--- src/fpp_pkg.sv ---
// Package for the four-pin port: register map, field layouts, reset values and modes.
package fpp_pkg;

    // ---------------------------------------------------------------
    // Register byte offsets
    // ---------------------------------------------------------------
    localparam logic [7:0] FPP_OFF_DATA = 8'h00;
    localparam logic [7:0] FPP_OFF_DIR = 8'h04;
    localparam logic [7:0] FPP_OFF_MUX = 8'h08;
    localparam logic [7:0] FPP_OFF_PWR = 8'h0c;

    // ---------------------------------------------------------------
    // Reset and read-back values
    // ---------------------------------------------------------------
    localparam logic [7:0] FPP_DATA_RST = 8'hf8;
    localparam logic [7:0] FPP_DIR_RST = 8'hf8;
    localparam logic [7:0] FPP_DIR_READ = 8'hff;
    localparam logic [3:0] FPP_DATA_UNUSED = 4'hf;
    localparam logic [6:0] FPP_MUX_RST = 7'h00;

    // ---------------------------------------------------------------
    // Field positions
    // ---------------------------------------------------------------
    localparam int FPP_GPIO_LSB = 0;
    localparam int FPP_GPIO_W = 3;
    localparam int FPP_IN_PIN = 3;
    localparam int FPP_MUX_W = 7;
    localparam int FPP_PWR_W = 2;

    // ---------------------------------------------------------------
    // Bus responses
    // ---------------------------------------------------------------
    localparam logic [1:0] FPP_RESP_OKAY = 2'h0;
    localparam logic [1:0] FPP_RESP_SLVERR = 2'h2;

    // Pin multiplexer control, bit 6 first, down to bit 0
    typedef struct packed {
        logic tx_pin_ctl;
        logic comm_mode;
        logic clk_en_lo;
        logic clk_en_hi;
        logic rx_en;
        logic tx_en;
        logic irq_sel;
    } fpp_mux_s;

    // Power mode of the surrounding chip
    typedef enum logic [1:0] {
        FPP_PWR_ACTIVE = 2'b00,
        FPP_PWR_SUBACTIVE = 2'b01,
        FPP_PWR_SLEEP = 2'b10,
        FPP_PWR_STANDBY = 2'b11
    } fpp_pwr_e;

    // Drive of the three two-way pins
    typedef struct packed {
        logic [2:0] out;
        logic [2:0] oe_n;
    } fpp_drv_s;

endpackage

--- src/fpp_port.sv ---
// Four-pin port with serial and interrupt pin sharing, AXI4-Lite register slave.
`timescale 1ns/1ps
`default_nettype none

module fpp_port
    import fpp_pkg::*;
#(
    parameter int ADDR_W = 8
)
(
    input wire logic clk,
    input wire logic rst_n,
    input wire logic [ADDR_W-1:0] s_axi_awaddr,
    input wire logic s_axi_awvalid,
    output logic s_axi_awready,
    input wire logic [31:0] s_axi_wdata,
    input wire logic [3:0] s_axi_wstrb,
    input wire logic s_axi_wvalid,
    output logic s_axi_wready,
    output logic [1:0] s_axi_bresp,
    output logic s_axi_bvalid,
    input wire logic s_axi_bready,
    input wire logic [ADDR_W-1:0] s_axi_araddr,
    input wire logic s_axi_arvalid,
    output logic s_axi_arready,
    output logic [31:0] s_axi_rdata,
    output logic [1:0] s_axi_rresp,
    output logic s_axi_rvalid,
    input wire logic s_axi_rready,
    input wire logic [3:0] pin_in,
    output logic [2:0] pin_out,
    output logic [2:0] pin_oe_n,
    input wire logic serial_transmit_pin,
    input wire logic serial_clock_out,
    output logic serial_receive_pin,
    output logic serial_clock_in,
    output logic ext_irq_level
);

    // ---------------------------------------------------------------
    // Decode helpers
    // ---------------------------------------------------------------

    // Word-aligned match of a bus address against a register offset
    function automatic logic reg_hit(input logic [ADDR_W-1:0] addr, input logic [7:0] off);
        logic [7:0] byte_addr;
        byte_addr = 8'(addr);
        reg_hit = (byte_addr[7:2] == off[7:2]);
    endfunction
    // Any mapped register
    function automatic logic reg_mapped(input logic [ADDR_W-1:0] addr);
        reg_mapped = reg_hit(addr, FPP_OFF_DATA) || reg_hit(addr, FPP_OFF_DIR)
            || reg_hit(addr, FPP_OFF_MUX) || reg_hit(addr, FPP_OFF_PWR);
    endfunction

    // ---------------------------------------------------------------
    // State
    // ---------------------------------------------------------------
    logic [2:0] data_ff;
    logic [2:0] dir_ff;
    fpp_mux_s mux_ff;
    fpp_pwr_e pwr_ff;
    logic aw_hold_ff;
    logic w_hold_ff;
    logic [ADDR_W-1:0] awaddr_ff;
    logic [31:0] wdata_ff;
    logic [3:0] wstrb_ff;
    logic awready_ff;
    logic wready_ff;
    logic bvalid_ff;
    logic [1:0] bresp_ff;
    logic arready_ff;
    logic rvalid_ff;
    logic [31:0] rdata_ff;
    logic [1:0] rresp_ff;
    fpp_drv_s drv_ff;
    logic rxd_ff;
    logic sck_in_ff;
    logic irq_ff;
    // ---------------------------------------------------------------
    // Write channel
    // ---------------------------------------------------------------
    logic aw_take;
    logic w_take;
    logic wr_fire;
    logic wr_lane0;
    logic nxt_aw_hold;
    logic nxt_w_hold;
    logic nxt_bvalid;
    // Address and data are taken independently, then joined
    assign aw_take = s_axi_awvalid && awready_ff;
    assign w_take = s_axi_wvalid && wready_ff;
    assign wr_fire = aw_hold_ff && w_hold_ff;
    assign wr_lane0 = wr_fire && wstrb_ff[0];
    assign nxt_aw_hold = wr_fire ? 1'b0 : (aw_hold_ff || aw_take);
    assign nxt_w_hold = wr_fire ? 1'b0 : (w_hold_ff || w_take);
    assign nxt_bvalid = wr_fire || (bvalid_ff && !s_axi_bready);

    // Register the write request and its response
    always_ff @(posedge clk or negedge rst_n)
    begin
        if (!rst_n)
        begin
            aw_hold_ff <= 1'b0;
            w_hold_ff <= 1'b0;
            awaddr_ff <= '0;
            wdata_ff <= 32'h0000_0000;
            wstrb_ff <= 4'h0;
            awready_ff <= 1'b0;
            wready_ff <= 1'b0;
            bvalid_ff <= 1'b0;
            bresp_ff <= FPP_RESP_OKAY;
        end
        else
        begin
            aw_hold_ff <= nxt_aw_hold;
            w_hold_ff <= nxt_w_hold;
            if (aw_take)
                awaddr_ff <= s_axi_awaddr;
            if (w_take)
            begin
                wdata_ff <= s_axi_wdata;
                wstrb_ff <= s_axi_wstrb;
            end
            awready_ff <= !nxt_aw_hold && !nxt_bvalid;
            wready_ff <= !nxt_w_hold && !nxt_bvalid;
            bvalid_ff <= nxt_bvalid;
            if (wr_fire)
                bresp_ff <= reg_mapped(awaddr_ff) ? FPP_RESP_OKAY : FPP_RESP_SLVERR;
        end
    end

    // ---------------------------------------------------------------
    // Registers
    // ---------------------------------------------------------------
    logic wr_data;
    logic wr_dir;
    logic wr_mux;
    logic wr_pwr;
    // Register selects on a completed write
    assign wr_data = wr_lane0 && reg_hit(awaddr_ff, FPP_OFF_DATA);
    assign wr_dir = wr_lane0 && reg_hit(awaddr_ff, FPP_OFF_DIR);
    assign wr_mux = wr_lane0 && reg_hit(awaddr_ff, FPP_OFF_MUX);
    assign wr_pwr = wr_lane0 && reg_hit(awaddr_ff, FPP_OFF_PWR);

    // Output latches, directions, mux control and power mode
    always_ff @(posedge clk or negedge rst_n)
    begin
        if (!rst_n)
        begin
            data_ff <= FPP_DATA_RST[2:0];
            dir_ff <= FPP_DIR_RST[2:0];
            mux_ff <= fpp_mux_s'(FPP_MUX_RST);
            pwr_ff <= FPP_PWR_ACTIVE;
        end
        else
        begin
            if (wr_data)
                data_ff <= wdata_ff[FPP_GPIO_LSB +: FPP_GPIO_W];
            if (wr_dir)
                dir_ff <= wdata_ff[FPP_GPIO_LSB +: FPP_GPIO_W];
            if (wr_mux)
                mux_ff <= fpp_mux_s'(wdata_ff[FPP_MUX_W-1:0]);
            if (wr_pwr)
                pwr_ff <= fpp_pwr_e'(wdata_ff[FPP_PWR_W-1:0]);
        end
    end

    // ---------------------------------------------------------------
    // Read channel
    // ---------------------------------------------------------------
    logic ar_take;
    logic [2:0] gpio_rd;
    logic [7:0] data_rd;
    logic [31:0] rd_word;
    logic nxt_rvalid;
    // Latch where driving, pin level where not
    assign gpio_rd = (dir_ff & data_ff) | (~dir_ff & pin_in[2:0]);
    assign data_rd = {FPP_DATA_UNUSED, pin_in[FPP_IN_PIN], gpio_rd};
    assign ar_take = s_axi_arvalid && arready_ff;
    assign nxt_rvalid = ar_take || (rvalid_ff && !s_axi_rready);

    // Read-data selection
    always_comb
    begin
        rd_word = 32'h0000_0000;
        if (reg_hit(s_axi_araddr, FPP_OFF_DATA))
            rd_word = {24'h00_0000, data_rd};
        else if (reg_hit(s_axi_araddr, FPP_OFF_DIR))
            rd_word = {24'h00_0000, FPP_DIR_READ};
        else if (reg_hit(s_axi_araddr, FPP_OFF_MUX))
            rd_word = {25'h000_0000, mux_ff};
        else if (reg_hit(s_axi_araddr, FPP_OFF_PWR))
            rd_word = {30'h0000_0000, pwr_ff};
    end
    // Capture the answer at the address handshake
    always_ff @(posedge clk or negedge rst_n)
    begin
        if (!rst_n)
        begin
            arready_ff <= 1'b0;
            rvalid_ff <= 1'b0;
            rdata_ff <= 32'h0000_0000;
            rresp_ff <= FPP_RESP_OKAY;
        end
        else
        begin
            arready_ff <= !nxt_rvalid;
            rvalid_ff <= nxt_rvalid;
            if (ar_take)
            begin
                rdata_ff <= rd_word;
                rresp_ff <= reg_mapped(s_axi_araddr) ? FPP_RESP_OKAY : FPP_RESP_SLVERR;
            end
        end
    end

    // ---------------------------------------------------------------
    // Pin multiplexer
    // ---------------------------------------------------------------
    logic tx_own;
    logic rx_own;
    logic sck_in_own;
    logic sck_out_own;
    logic pwr_run;
    logic pwr_hold;
    fpp_drv_s nxt_drv;
    // Alternate-function ownership of each pin
    assign tx_own = mux_ff.tx_en && mux_ff.tx_pin_ctl;
    assign rx_own = mux_ff.rx_en;
    assign sck_in_own = mux_ff.clk_en_hi;
    assign sck_out_own = !mux_ff.clk_en_hi && (mux_ff.clk_en_lo || mux_ff.comm_mode);
    assign pwr_run = (pwr_ff == FPP_PWR_ACTIVE) || (pwr_ff == FPP_PWR_SUBACTIVE);
    assign pwr_hold = (pwr_ff == FPP_PWR_SLEEP);

    // Next drive: general pins follow direction and latch
    always_comb
    begin
        nxt_drv.out = data_ff;
        nxt_drv.oe_n = ~dir_ff;
        if (tx_own)
        begin
            nxt_drv.out[2] = serial_transmit_pin;
            nxt_drv.oe_n[2] = 1'b0;
        end
        if (rx_own)
        begin
            nxt_drv.out[1] = 1'b0;
            nxt_drv.oe_n[1] = 1'b1;
        end
        if (sck_in_own)
        begin
            nxt_drv.out[0] = 1'b0;
            nxt_drv.oe_n[0] = 1'b1;
        end
        else if (sck_out_own)
        begin
            nxt_drv.out[0] = serial_clock_out;
            nxt_drv.oe_n[0] = 1'b0;
        end
        if (!pwr_run && !pwr_hold)
        begin
            nxt_drv.out = 3'h0;
            nxt_drv.oe_n = 3'h7;
        end
    end
    // Pin drive and alternate inputs, frozen in sleep
    always_ff @(posedge clk or negedge rst_n)
    begin
        if (!rst_n)
        begin
            drv_ff <= '{out: 3'h0, oe_n: 3'h7};
            rxd_ff <= 1'b1;
            sck_in_ff <= 1'b0;
            irq_ff <= 1'b0;
        end
        else if (!pwr_hold)
        begin
            drv_ff <= nxt_drv;
            rxd_ff <= rx_own ? pin_in[1] : 1'b1;
            sck_in_ff <= sck_in_own ? pin_in[0] : 1'b0;
            irq_ff <= mux_ff.irq_sel && pin_in[FPP_IN_PIN];
        end
    end

    // ---------------------------------------------------------------
    // Outputs
    // ---------------------------------------------------------------
    assign s_axi_awready = awready_ff;
    assign s_axi_wready = wready_ff;
    assign s_axi_bvalid = bvalid_ff;
    assign s_axi_bresp = bresp_ff;
    assign s_axi_arready = arready_ff;
    assign s_axi_rvalid = rvalid_ff;
    assign s_axi_rdata = rdata_ff;
    assign s_axi_rresp = rresp_ff;
    assign pin_out = drv_ff.out;
    assign pin_oe_n = drv_ff.oe_n;
    assign serial_receive_pin = rxd_ff;
    assign serial_clock_in = sck_in_ff;
    assign ext_irq_level = irq_ff;

    // ---------------------------------------------------------------
    // Assertions
    // ---------------------------------------------------------------
    logic gpio2_run;
    // Pin 2 plainly general and the chip running
    assign gpio2_run = !tx_own && pwr_run;
endmodule

`default_nettype wire

--- config.mk ---
export PLATFORM = sky130hd
export DESIGN_NAME = fpp_port
export DESIGN_NICKNAME = d
export VERILOG_FILES = /design/src/fpp_pkg.sv /design/src/fpp_port.sv
export SDC_FILE = /design/constraint.sdc
export NUM_CORES = 1
export LEC_CHECK = 0
export ABC_AREA = 0
export BUFFER_PORTS_ARGS = -buffer_cell sky130_fd_sc_hd__buf_2
export CORE_ASPECT_RATIO = 0.7
export CORE_MARGIN = 8
export CORE_UTILIZATION = 40
export CTS_CLUSTER_SIZE = 40
export DETAILED_ROUTE_END_ITERATION = 7
export PLACE_DENSITY = 0.79
export SYNTH_ARGS = -nofsm -noshare
export SYNTH_HDL_FRONTEND = slang
export SYNTH_SLANG_ARGS = --single-unit
--- constraint.sdc ---
create_clock -name clk -period 2.05 [get_ports clk]
set_input_delay 0.3075 -clock clk [delete_from_list [all_inputs] [get_ports clk]]
set_output_delay 0.3075 -clock clk [all_outputs]
set_load 0.1 [all_outputs]
# After elaboration in Yosys (flattened, before gate mapping)
# Index checks and enable logic that the tools add are counted.
dict set report classes {
  eq_ne 8
  muxes 19
  n_bitwise 4
  reduce_logical 41
}
# operator count
set ops {}
lappend ops {{$eq A6 B2 Y1 const B} 4}
lappend ops {{$logic_and A1 B1 Y1} 17}
lappend ops {{$mux W8} 2}
lappend ops {{$eq A6 B1 Y1 const B} 2}
lappend ops {{$logic_not A6 Y1} 2}
lappend ops {{$logic_or A1 B1 Y1} 12}
lappend ops {{$mux W1} 12}
lappend ops {{$logic_not A1 Y1} 9}
lappend ops {{$mux W7} 1}
lappend ops {{$and A3 B3 Y3} 2}
lappend ops {{$mux W2} 3}
lappend ops {{$mux W6} 1}
lappend ops {{$not A3 Y3} 1}
lappend ops {{$or A3 B3 Y3} 1}
lappend ops {{$eq A2 B1 Y1 const B} 1}
lappend ops {{$eq A2 B2 Y1 const B} 1}
lappend ops {{$logic_not A2 Y1} 1}
dict set report word_totals {
  register_bits 83
  in_bits 65
  output_inout_bits 50
  wordCells 100
}

# Logic depth before layout (Yosys ltp)
# Gate-level depths: netlist of run 1.
dict set report depth {
  depth_word 5
  ltp_mapped 4
  ltp_nobuf 3
}

# Worst setup path after synthesis of run 1
# No wires, ideal clock.
dict set report synth_timing {
  path_type {register -> register}
  from {register wready_ff, in the netlist s_axi_wready}
  to {register wdata_ff[0]}
  setup_ns 0.125
  arrival_time_ns 1.660
  required_time_ns 1.925
  setup_slack_ns 0.266
  path_stages_with_launch 3
  n_path_buf 0
  synth_period_minus_slack_ns 1.784
  path_cell_list {dfrtp_1 nand2_1 mux2_2}
}
dict set report synth_between {
  elab_chain_cells 1
}
# item line
set synth_rtl {}
lappend synth_rtl {{start, declared} fpp_port.sv:69} ;# logic wready_ff;
lappend synth_rtl {{start signal, assigned} fpp_port.sv:126} ;# wready_ff <= !nxt_w_hold && !nxt_bvalid;
lappend synth_rtl {{$logic_and A1 B1 Y1} fpp_port.sv:92} ;# assign w_take = s_axi_wvalid && wready_ff;
lappend synth_rtl {{end signal, assigned} fpp_port.sv:122} ;# wdata_ff <= s_axi_wdata;
lappend synth_rtl {{end, declared} fpp_port.sv:66} ;# logic [31:0] wdata_ff;
# No other way between the ends.
# A chain may end at the register's enable or synchronous reset.

# Worst setup path in the final report of run 1
dict set report layout_timing {
  from {register awaddr_ff[5]}
  to {register dir_ff[0]}
}
dict set report layout_between {
  elab_chain_cells 2
}
# item line
set layout_rtl {}
lappend layout_rtl {{start, declared} fpp_port.sv:65} ;# logic [ADDR_W-1:0] awaddr_ff;
lappend layout_rtl {{start signal, assigned} fpp_port.sv:119} ;# awaddr_ff <= s_axi_awaddr;
lappend layout_rtl {{$eq A6 B1 Y1} fpp_port.sv:48} ;# reg_hit = (byte_addr[7:2] == off[7:2]);
lappend layout_rtl {{$logic_and A1 B1 Y1} fpp_port.sv:142} ;# assign wr_dir = wr_lane0 && reg_hit(awaddr_ff, FPP_OFF_DIR);
lappend layout_rtl {{end signal, assigned} fpp_port.sv:152} ;# dir_ff <= FPP_DIR_RST[2:0];
lappend layout_rtl {{end signal, assigned} fpp_port.sv:161} ;# dir_ff <= wdata_ff[FPP_GPIO_LSB +: FPP_GPIO_W];
lappend layout_rtl {{end, declared} fpp_port.sv:60} ;# logic [2:0] dir_ff;
# No other way between the ends.

==> results of run 1 <==
cell usage after synthesis:
cell type  count  area share [%]
a211oi_1       3            0.90
a21o_1         3            0.90
a21oi_1        3            0.60
a221o_1        3             1.2
a22o_1         1            0.35
a31oi_1        1            0.25
and3_1         1            0.25
buf_4         26             7.8
clkbuf_1       5            0.75
conb_1         1            0.15
dfrtp_1       51              51
dfstp_2        4             4.2
inv_1          4            0.60
mux2_2        29              13
mux2i_1        9             3.6
nand2_1       17             2.6
nand2b_1       8             2.0
nand3_1        3            0.60
nand4_1        1            0.25
nand4b_1       1            0.35
nor2_1         5            0.75
nor2b_1        2            0.50
nor3_1         2            0.40
nor3b_1        2            0.60
nor4_1         1            0.25
nor4_4         1            0.85
nor4b_4        1            0.95
o21ai_0        7             1.4
o22a_1         1            0.35
o31ai_1        2            0.60
o32a_1         2            0.80
or4_1          1            0.30
or4_4          1            0.45
power by group through the flow:
stage	combinational, mW	sequential (mW)	clock [mW]
5_1_grt	1.65	1.79	0.803
3_5_place_dp	1.57	1.75	0
4_1_cts	1.57	1.73	0.755
2_1_floorplan	0.745	2.28	0
6_report	1.56	1.73	0.737
3_3_place_gp	1.54	1.73	0
cell usage in the layout, fill, tap and decap left out, drive strengths merged, types with 3 or more instances in the layout:
cell type / instances
a21oi: 3
nand2: 17
nor2: 5
a211oi: 3
a21o: 3
buf: 60
dfrtp: 51
nand2b: 8
mux2: 29
dfstp: 4
inv: 4
conb: 26
mux2i: 9
clkbuf: 6
o21ai: 7
nand3: 3
a221o: 3
per-stage QoR:
step | worst slack, ns | area (um2) | hold WS, ns | total power, mW | instances
final | 0.2141 | 2907 | 0.2179 | 4.025 | 343
after global routing | 0.1574 | 2907 | 0.2129 | 4.241 | 343
after CTS | 0.2001 | 2907 | 0.1970 | 4.060 | 343
after detailed placement | 0.2136 | 2779 | 0.3396 | 3.320 | 334
after global placement | 0.2369 | 2779 | 0.3252 | 3.266 | 334
after floorplan | 0.2656 | 2585 | 0.01191 | 3.030 | 227
kinds of logic after synthesis:
| group | share of synthesized area, % |
|---|---|
| flip-flops | 55.45 |
| AND/OR/NAND/NOR | 11.10 |
| multiplexers | 16.73 |
| buffers and inverters | 9.191 |
| AO/OA/AOI/OAI | 7.383 |
| other | 0.1505 |
per-layer routing:
layer  vias to the layer above  wire (um)  GRT usage (%)
met5                         -          0              0
met1                       798       2478          16.34
met2                        62       2142          17.02
met3                         6        582          4.389
li1                        784          -              -
met4                         0         50          3.576
worst max-delay path, stage by stage (launching register included):
cell and delay [ns]:
dfrtp_1 0.41, or4_4 0.58, nor4b_4 0.37, mux2_2 0.38
worst max path at each step:
stage / cells past startpoint / startpoint / endpoint / slack (ns)
2_1_floorplan: 2 / s_axi_wready$_DFF_PN0_ / wdata_ff[0]$_DFFE_PN0P_ / 0.27
3_3_place_gp: 3 / awaddr_ff[5]$_DFFE_PN0P_ / dir_ff[0]$_DFFE_PN0P_ / 0.24
3_5_place_dp: 3 / awaddr_ff[5]$_DFFE_PN0P_ / dir_ff[0]$_DFFE_PN0P_ / 0.21
4_1_cts: 3 / awaddr_ff[5]$_DFFE_PN0P_ / dir_ff[0]$_DFFE_PN0P_ / 0.20
5_1_grt: 3 / awaddr_ff[5]$_DFFE_PN0P_ / dir_ff[2]$_DFFE_PN0P_ / 0.16
6_report: 3 / awaddr_ff[5]$_DFFE_PN0P_ / dir_ff[0]$_DFFE_PN0P_ / 0.21
state kept, by name (all words and copies together), names as in the netlist, 2 cells and up:
| name | count |
|---|---|
| awaddr_ff | 6 |
| dir_ff | 3 |
| s_axi_rdata | 8 |
| pin_oe_n | 3 |
| pin_out | 3 |
| mux_ff | 5 |
| data_ff | 3 |
| pwr_ff | 2 |
| wdata_ff | 7 |
cell type report:
class	instances	area, um2	share of cell area, %
clock inverters	2	35.03	1.205
repair buffers	61	320.3	11.02
well taps	78	97.59	3.358
clock buffers	6	82.58	2.841
flip-flops and latches	55	1381	47.52
inverters	4	15.01	0.5166
multi-input cells	137	974.7	33.53
==> results.py, run 1 <==
metrics = {
    "power": {
        "powerDensity_nw_per_um2": 1385,
        "sw_frac_of_total_pct": 44.35,
        "vdd_drop_max_v": 0.001196,
        "power.internal_mw": 2.240,
        "combinationalPowerShare_pct": 38.7,
        "clkPwrFrac_pct": 18.3,
        "seqPwrFrac_pct": 42.9,
        "leakagePower_nw": 1.457,
        "switching_power_mw": 1.785,
    },
    "finish": {
        "layout.nets": 329,
        "fin_util_pct": 47.45,
        "syn_to_final_growth_pct": 16.68,
        "fillers": 578,
        "drive_gt1_share_pct": 39.25,
        "diodes": 0,
    },
    "clocking": {
        "cts_sinks": 55,
        "postCtsSetupRepairBufs": 0,
        "worstSkewPairLatency_ns": 0.31,
        "htreeDepth": 2,
        "path_clk_slew_ns": 0.09,
        "cts_hold_buf": 1,
        "cts.root.buffer_cell": "clkbuf_8",
        "cts_tree": "done",
        "cts_buffers": 5,
        "post_cts_resize_count": 0,
        "cts_buffer_depth": 2,
    },
    "worst_hold_path": {
        "min_path_cells": 2,
        "whs_endpoint": "s_axi_rvalid$_DFF_PN0_",
        "worst_hold_startpoint": "s_axi_rready",
        "hold_class": "in -> reg",
    },
    "timing": {
        "hold_violations": 0,
        "setup-violations-final": 0,
        "finalMaxSlewViolations": 0,
        "worst_slew_pin_slew_ns": 0.5780,
        "max_freq_ghz": 0.5447,
        "fin_crit_ns": 1.836,
        "rsz0062_at_grt": "no",
        "fin_worst_skew_ns": 0.003527,
        "slew_headroom_pct": 61.47,
        "totalNegativeSetupSlack_ns": 0,
        "fin_crit_sh_pct": 89.56,
    },
    "die": {
        "start_util_pct": 40.67,
        "row_count": 24,
        "top_level_ports": 115,
        "core_um2": 6126,
        "die-width_um": 110.3,
        "fp.dieH_um": 82.03,
        "die_area_um2": 9049,
    },
    "critical_path": {
        "crit_type": "reg -> reg",
        "rrSetupSlack_ns": 0.21,
        "rr_startpoint": "awaddr_ff[5]$_DFFE_PN0P_",
        "cp-end-kind": "register",
        "startpoint_type": "register",
        "crit_required_ns": 2.25,
        "cp_max_fo": 3,
        "rr_endpoint": "dir_ff[0]$_DFFE_PN0P_",
        "rr_worst_depth": 3,
        "arrival_ns": 2.03,
    },
    "route": {
        "drt-pass1-iter-count": 4,
        "viasPerCell": 4.810,
        "drc": 0,
        "drtIter0Drc": 38,
        "wirelength_um": 5253,
        "via_count": 1650,
        "routedWlPerCell_um": 15.31,
        "antenna_left": 0,
    },
    "job": {
        "maxCapViolations": 0,
    },
    "global_route": {
        "grt_pass1_vias": 1703,
        "grt_usage_pct": 11.89,
        "antenna_found_initial": 0,
        "gr-total-overflow": 0,
        "grt_start_max_net_pins": 27,
        "grt_first_pass_wirelength_um": 8342,
    },
    "placement": {
        "dp_hpwl_um": 4109,
        "place.gp.congestion": 0.8089,
        "port_buffers": 56,
    },
    "yosys": {
        "ys_warn_count": 0,
        "synth.distinct_cells": 33,
        "ys_ff_latch": 55,
        "syn-mean-instance-area_um2": 12.33,
        "synth_area_um2": 2491,
        "postSynthCellCount": 202,
        "synth-seq-area-share_pct": 55.45,
    },
    "status": {
        "status": "finished, final reports clean",
    },
}
Note: power is estimated with default switching activity, not from simulation.
==> inputs of run 2 (changes only) <==
--- a/config.mk
+++ b/config.mk
@@ -10,6 +10,8 @@
 export CORE_ASPECT_RATIO = 0.7
 export CORE_MARGIN = 8
 export CORE_UTILIZATION = 40
+export CTS_BUF_LIST = sky130_fd_sc_hd__clkbuf_2
+export CTS_CLUSTER_DIAMETER = 120
 export CTS_CLUSTER_SIZE = 40
 export DETAILED_ROUTE_END_ITERATION = 7
 export PLACE_DENSITY = 0.79
==> constraint.sdc (replaced) <==
create_clock -name clk -period 1.7 [get_ports clk]
set_input_delay 0.255 -clock clk [delete_from_list [all_inputs] [get_ports clk]]
set_output_delay 0.255 -clock clk [all_outputs]
set_load 0.1 [all_outputs]
==> run 2 against run 1 <==
Effect of this change: cell area grew 4.8%; largest power group is now combinational logic; worst hold slack lost 0.20 ns; largest cell class unchanged; register-to-register slack lost 0.35 ns; the flow now finishes with violations (negative setup slack); die area is the same; via count grew 1.5%; maximum frequency grew 0.11%; first-iteration DRC count grew 150%.
==> results.py, run 2 (synthesis results as in run 1) <==
metrics = {
    "die": {
        "die_area_um2": 9049,
        "start_util_pct": 40.67,
        "row_count": 24,
        "top_level_ports": 115,
        "fp.dieH_um": 82.03,
        "die-width_um": 110.3,
        "core_um2": 6126,
    },
    "power": {
        "sw_frac_of_total_pct": 46.76,
        "combinationalPowerShare_pct": 45.2,
        "seqPwrFrac_pct": 44.0,
        "switching_power_mw": 2.176,
        "p_total_mw": 4.653,
        "vdd_drop_max_v": 0.001238,
        "clkPwrFrac_pct": 10.8,
        "leakagePower_nw": 1.526,
        "power.internal_mw": 2.477,
        "powerDensity_nw_per_um2": 1528,
    },
    "route": {
        "routedWlPerCell_um": 14.73,
        "drt-pass1-iter-count": 5,
        "drtIter0Drc": 94,
        "drc": 0,
        "antenna_left": 0,
        "via_count": 1675,
        "wirelength_um": 5319,
        "viasPerCell": 4.640,
    },
    "critical_path": {
        "rr_endpoint": "dir_ff[2]$_DFFE_PN0P_",
        "crit_end": "dir_ff[2]$_DFFE_PN0P_",
        "rr_worst_depth": 4,
        "crit_type": "reg -> reg",
        "startpoint_type": "register",
        "crit_required_ns": 2.03,
        "rr_startpoint": "awaddr_ff[5]$_DFFE_PN0P_",
        "cp-end-kind": "register",
        "rrSetupSlack_ns": -0.13,
        "startpoint": "awaddr_ff[5]$_DFFE_PN0P_",
        "cp_max_fo": 3,
        "arrival_ns": 2.17,
    },
    "clocking": {
        "path_clk_slew_ns": 0.27,
        "cts_buffers": 5,
        "cts_tree": "done",
        "cts.root.buffer_cell": "clkbuf_2",
        "cts_sinks": 55,
        "worstSkewPairLatency_ns": 0.44,
        "htreeDepth": 2,
        "cts_buffer_depth": 2,
    },
    "timing": {
        "fin_crit_sh_pct": 107.9,
        "finalWorstSetupSlack_ns": -0.1338,
        "max_freq_ghz": 0.5453,
        "setup-violations-final": 6,
        "finalMaxSlewViolations": 0,
        "fin_worst_skew_ns": 0.02854,
        "worst_hold_slack_ns": 0.02274,
        "fin_crit_ns": 1.834,
        "hold_violations": 0,
        "rsz0062_at_grt": "yes",
    },
    "finish": {
        "layout_common_cells": "buf_2, dfrtp_1, conb_1",
        "final_common_cell": "buf_2",
        "syn_to_final_growth_pct": 22.25,
        "drive_gt1_share_pct": 41.70,
        "layout.nets": 347,
        "diodes": 0,
        "largest_reg_flops": 8,
    },
    "global_route": {
        "gr-total-overflow": 0,
        "gr-usage-met1_pct": 16.24,
        "grt_usage_pct": 11.63,
        "grt_pass1_vias": 1650,
        "top_usage_layer": "met2",
        "grt_start_max_net_pins": 36,
        "grt_first_pass_wirelength_um": 8286,
        "antenna_found_initial": 0,
        "grt.met2_usage_pct": 17.02,
        "met3_usage_pct": 3.840,
    },
    "status": {
        "status": "complete, but fails checks",
        "violations": "negative setup slack",
    },
    "worst_hold_path": {
        "hold_class": "in -> reg",
    },
    "job": {
        "maxCapViolations": 0,
    },
    "placement": {
        "place.gp.congestion": 0.8008,
        "port_buffers": 56,
        "dp_hpwl_um": 4076,
        "place_worst_setup_slack_ns": -0.09290,
    },
}
[run 2: cell count changes in the layout (fill, tap and decap cells not counted), sizes merged]
cell         delta
clkinvlp        +1
dlygate4sd3     +8
bufinv          -1
buf            +10
[run 2: through the flow]
stage / setup TNS [ns] / instance area [um2] / util [%] / instances
after floorplan: 0 / 2589 / - / 227
after global placement: -0.4854 / 2840 / 46.36 / 340
after detailed placement: -0.4968 / 2840 / 46.36 / 340
after CTS: -0.7584 / 2938 / 47.96 / 352
after global routing: -0.6720 / 3045 / 49.71 / 361
final: -0.4259 / 3045 / 49.71 / 361
[run 2: metal layers]
layer	share of wire, %	wire length, um	vias to the layer above
li1	-	-	820
met1	46	2466	783
met2	42	2222	67
met3	11	596	5
met4	0.62	33	0
met5	0	0	-
[run 2: what timing repair did]
action,in CTS,in global routing
gates resized for setup,6,6
setup endpoints to repair,10,11
pin swaps,2,3
setup buffers,1,3
hold buffers,3,6
endpoints found under the hold margin,56,6
[run 2: area by class of cell]
type,count,area (um2)
Fill cell,567,3080
Sequential cell,55,1385
Multi-Input combinational cell,137,1003
Timing Repair Buffer,79,501.7
Tap cell,78,97.59
Clock buffer,6,30.03
Inverter,4,15.01
Clock inverter,2,12.51
[run 2: worst min-delay path by stage]
stage                         start  cells past startpoint  slack [ns]                    endpoint
floorplan                     rst_n                      0       -0.04        aw_hold_ff$_DFF_PN0_
global placement              rst_n                      1        0.16  s_axi_rdata[1]$_DFFE_PN0P_
detailed placement            rst_n                      1        0.17  s_axi_rdata[1]$_DFFE_PN0P_
CTS                 s_axi_awaddr[2]                      2      0.0004    awaddr_ff[2]$_DFFE_PN0P_
global route         s_axi_wdata[4]                      2      0.0007     wdata_ff[4]$_DFFE_PN0P_
finish               s_axi_wdata[4]                      2        0.02     wdata_ff[4]$_DFFE_PN0P_
[run 2: critical path: stages (launching register included)]
cell,delay [ns]
dfrtp_1,0.45
or4_4,0.58
nor4b_4,0.22
buf_4,0.18
mux2_4,0.30
[run 2: power by group through the flow]
stage               clock network (mW)  logic, mW  registers, mW
finish                           0.502       2.10           2.05
global placement                     0       2.00           2.05
detailed placement                   0       2.04           2.07
global route                     0.564       2.23           2.11
floorplan                            0      0.898           2.76
CTS                              0.523       2.07           2.04
==> inputs of run 3 (changes only) <==
--- a/config.mk
+++ b/config.mk
@@ -7,8 +7,7 @@
 export LEC_CHECK = 0
 export ABC_AREA = 0
 export BUFFER_PORTS_ARGS = -buffer_cell sky130_fd_sc_hd__buf_2
-export CORE_ASPECT_RATIO = 0.7
-export CORE_MARGIN = 8
+export CORE_MARGIN = 2
 export CORE_UTILIZATION = 40
 export CTS_BUF_LIST = sky130_fd_sc_hd__clkbuf_2
 export CTS_CLUSTER_DIAMETER = 120
==> run 3 against run 2 <==
Effect of this change: the run still ends with negative setup slack left; clock power is 2% lower; combinational power is essentially flat; cell count rose by 1.1%; maximum frequency shrank 0.88%; clock skew is 0.0087 ns lower; routed wire length shrank 8.2%; sequential share of layout area down 1.2 points; sequential cell count unchanged; sequential power about the same.
==> results.py, run 3 (synthesis results as in run 1) <==
metrics = {
    "status": {
        "status": "complete, but fails checks",
        "violations": "negative setup slack",
    },
    "critical_path": {
        "rrSetupSlack_ns": -0.15,
        "arrival_ns": 2.19,
        "rr_endpoint": "data_ff[0]$_DFFE_PN0P_",
        "crit_required_ns": 2.04,
        "critPathMaxStageDelay_ns": 0.57,
        "rr_startpoint": "awaddr_ff[4]$_DFFE_PN0P_",
        "cp_max_fo": 3,
        "path_cells": "or4_4, buf_6, nor4_4, buf_4, mux2_4",
        "startpoint_type": "register",
        "rr_worst_depth": 5,
        "crit_buf_inv": 2,
        "cp-end-kind": "register",
        "crit_type": "reg -> reg",
        "cpMaxStageDelayCell": "or4_4",
        "cp_top_family": "simple AND/OR/NAND/NOR gates",
        "startpoint": "awaddr_ff[4]$_DFFE_PN0P_",
    },
    "power": {
        "powerDensity_nw_per_um2": 1494,
        "p_total_mw": 4.670,
        "leakagePower_nw": 1.562,
        "vdd_drop_max_v": 0.001646,
    },
    "timing": {
        "hold_violations": 0,
        "slew_headroom_pct": 64.50,
        "worst_hold_slack_ns": 0.07288,
        "setup-violations-final": 6,
        "fin_crit_sh_pct": 108.8,
        "worst_slew_pin_slew_ns": 0.5326,
        "finalMaxSlewViolations": 0,
        "finalWorstSetupSlack_ns": -0.1501,
        "fin_worst_skew_ns": 0.01988,
        "rsz0062_at_grt": "yes",
        "fin_crit_ns": 1.850,
        "max_freq_ghz": 0.5405,
    },
    "global_route": {
        "grt_start_max_net_pins": 24,
        "grt_first_pass_wirelength_um": 7990,
        "grt_usage_pct": 14.43,
        "gr-total-overflow": 0,
        "antenna_found_initial": 0,
        "grt_pass1_vias": 1677,
    },
    "clocking": {
        "cts_tree": "done",
        "cts_buffers": 5,
        "worstSkewPairLatency_ns": 0.43,
        "cts.root.buffer_cell": "clkbuf_2",
        "cts_sinks": 55,
        "cts_buffer_depth": 2,
        "htreeDepth": 2,
        "path_clk_slew_ns": 0.25,
    },
    "route": {
        "via_count": 1737,
        "dr_wl_met3_um": 281,
        "top_layer_used": "met4",
        "wl_met1_um": 2091,
        "wl_met2_um": 2453,
        "drtIter0Drc": 61,
        "drc": 0,
        "wirelength_um": 4885,
        "drt-pass1-iter-count": 4,
        "antenna_left": 0,
        "routedWlPerCell_um": 13.38,
        "viasPerCell": 4.759,
    },
    "placement": {
        "dp_hpwl_um": 3662,
        "place.gp.congestion": 0.7545,
        "place_worst_setup_slack_ns": -0.09924,
        "dp.cells": 336,
        "port_buffers": 56,
    },
    "finish": {
        "seq_area_um2": 1385,
        "fin_cells": 365,
        "largest_reg_flops": 8,
        "final_common_cell": "buf_2",
        "drive_gt1_share_pct": 40.00,
        "syn_to_final_growth_pct": 25.51,
        "diodes": 0,
        "multi_input_area_um2": 1016,
        "layout_common_cells": "buf_2, dfrtp_1, conb_1",
        "layout.nets": 354,
        "fillers": 527,
    },
    "die": {
        "row_count": 28,
        "core_um2": 5956,
        "die-width_um": 82.92,
        "top_level_ports": 115,
        "fp.dieH_um": 82.92,
        "start_util_pct": 41.83,
        "die_area_um2": 6875,
    },
    "job": {
        "maxCapViolations": 0,
    },
    "worst_hold_path": {
        "whs_endpoint": "ext_irq_level$_DFFE_PN0P_",
        "hold_class": "in -> reg",
        "min_path_cells": 3,
        "worst_hold_startpoint": "pin_in[3]",
    },
}
[run 3: worst max path at each step]
stage	endpoint	slack (ns)	depth (start not counted)
final	data_ff[0]$_DFFE_PN0P_	-0.15	5
after global routing	data_ff[1]$_DFFE_PN0P_	-0.17	5
after CTS	dir_ff[1]$_DFFE_PN0P_	-0.14	3
after detailed placement	data_ff[1]$_DFFE_PN0P_	-0.1	3
after global placement	data_ff[0]$_DFFE_PN0P_	-0.07	3
after floorplan	dir_ff[0]$_DFFE_PN0P_	0.01	3
[run 3: per-layer routing]
layer	vias up	GRT usage, %
met2	64	23.68
met3	7	5.169
met4	0	4.471
met1	835	17.86
li1	831	-
met5	-	0
[run 3: worst register-to-register path: cells and delay by family (launching register included)]
family / cells / cell delay (ns)
simple gates: 2 / 0.68
flops: 1 / 0.45
buf+inv: 2 / 0.32
mux: 1 / 0.30
[run 3: what timing repair did]
| item | 4_1_cts | 5_1_grt |
|---|---|---|
| endpoints found under the hold margin | 22 | 13 |
| setup endpoints to repair | 16 | 9 |
| hold buffers | 5 | 13 |
| resized for setup | 7 | 7 |
| setup buffers | 1 | 4 |
| pin swaps | 1 | 3 |
[run 3: power breakdown]
part | internal, mW | total (mW) | switching [mW]
clock | 0.121 | 0.494 | 0.373
sequential | 1.72 | 2.06 | 0.341
combinational | 0.670 | 2.12 | 1.45
[run 3: cell type report]
type	instances	area share, %
repair buffers	86	18.45
clock buffers	8	1.281
multi-input cells	137	32.49
inverters	4	0.4802
flip-flops and latches	55	44.30
well taps	75	3.001
[run 3: per-stage QoR]
step / utilization [%] / setup TNS, ns / area [um2]
2_1_floorplan: - / 0 / 2589
4_1_cts: 49.56 / -0.4487 / 2952
3_5_place_dp: 47.50 / -0.5091 / 2829
5_1_grt: 52.50 / -1.016 / 3127
6_report: 52.50 / -0.8175 / 3127
3_3_place_gp: 47.50 / -0.4116 / 2829
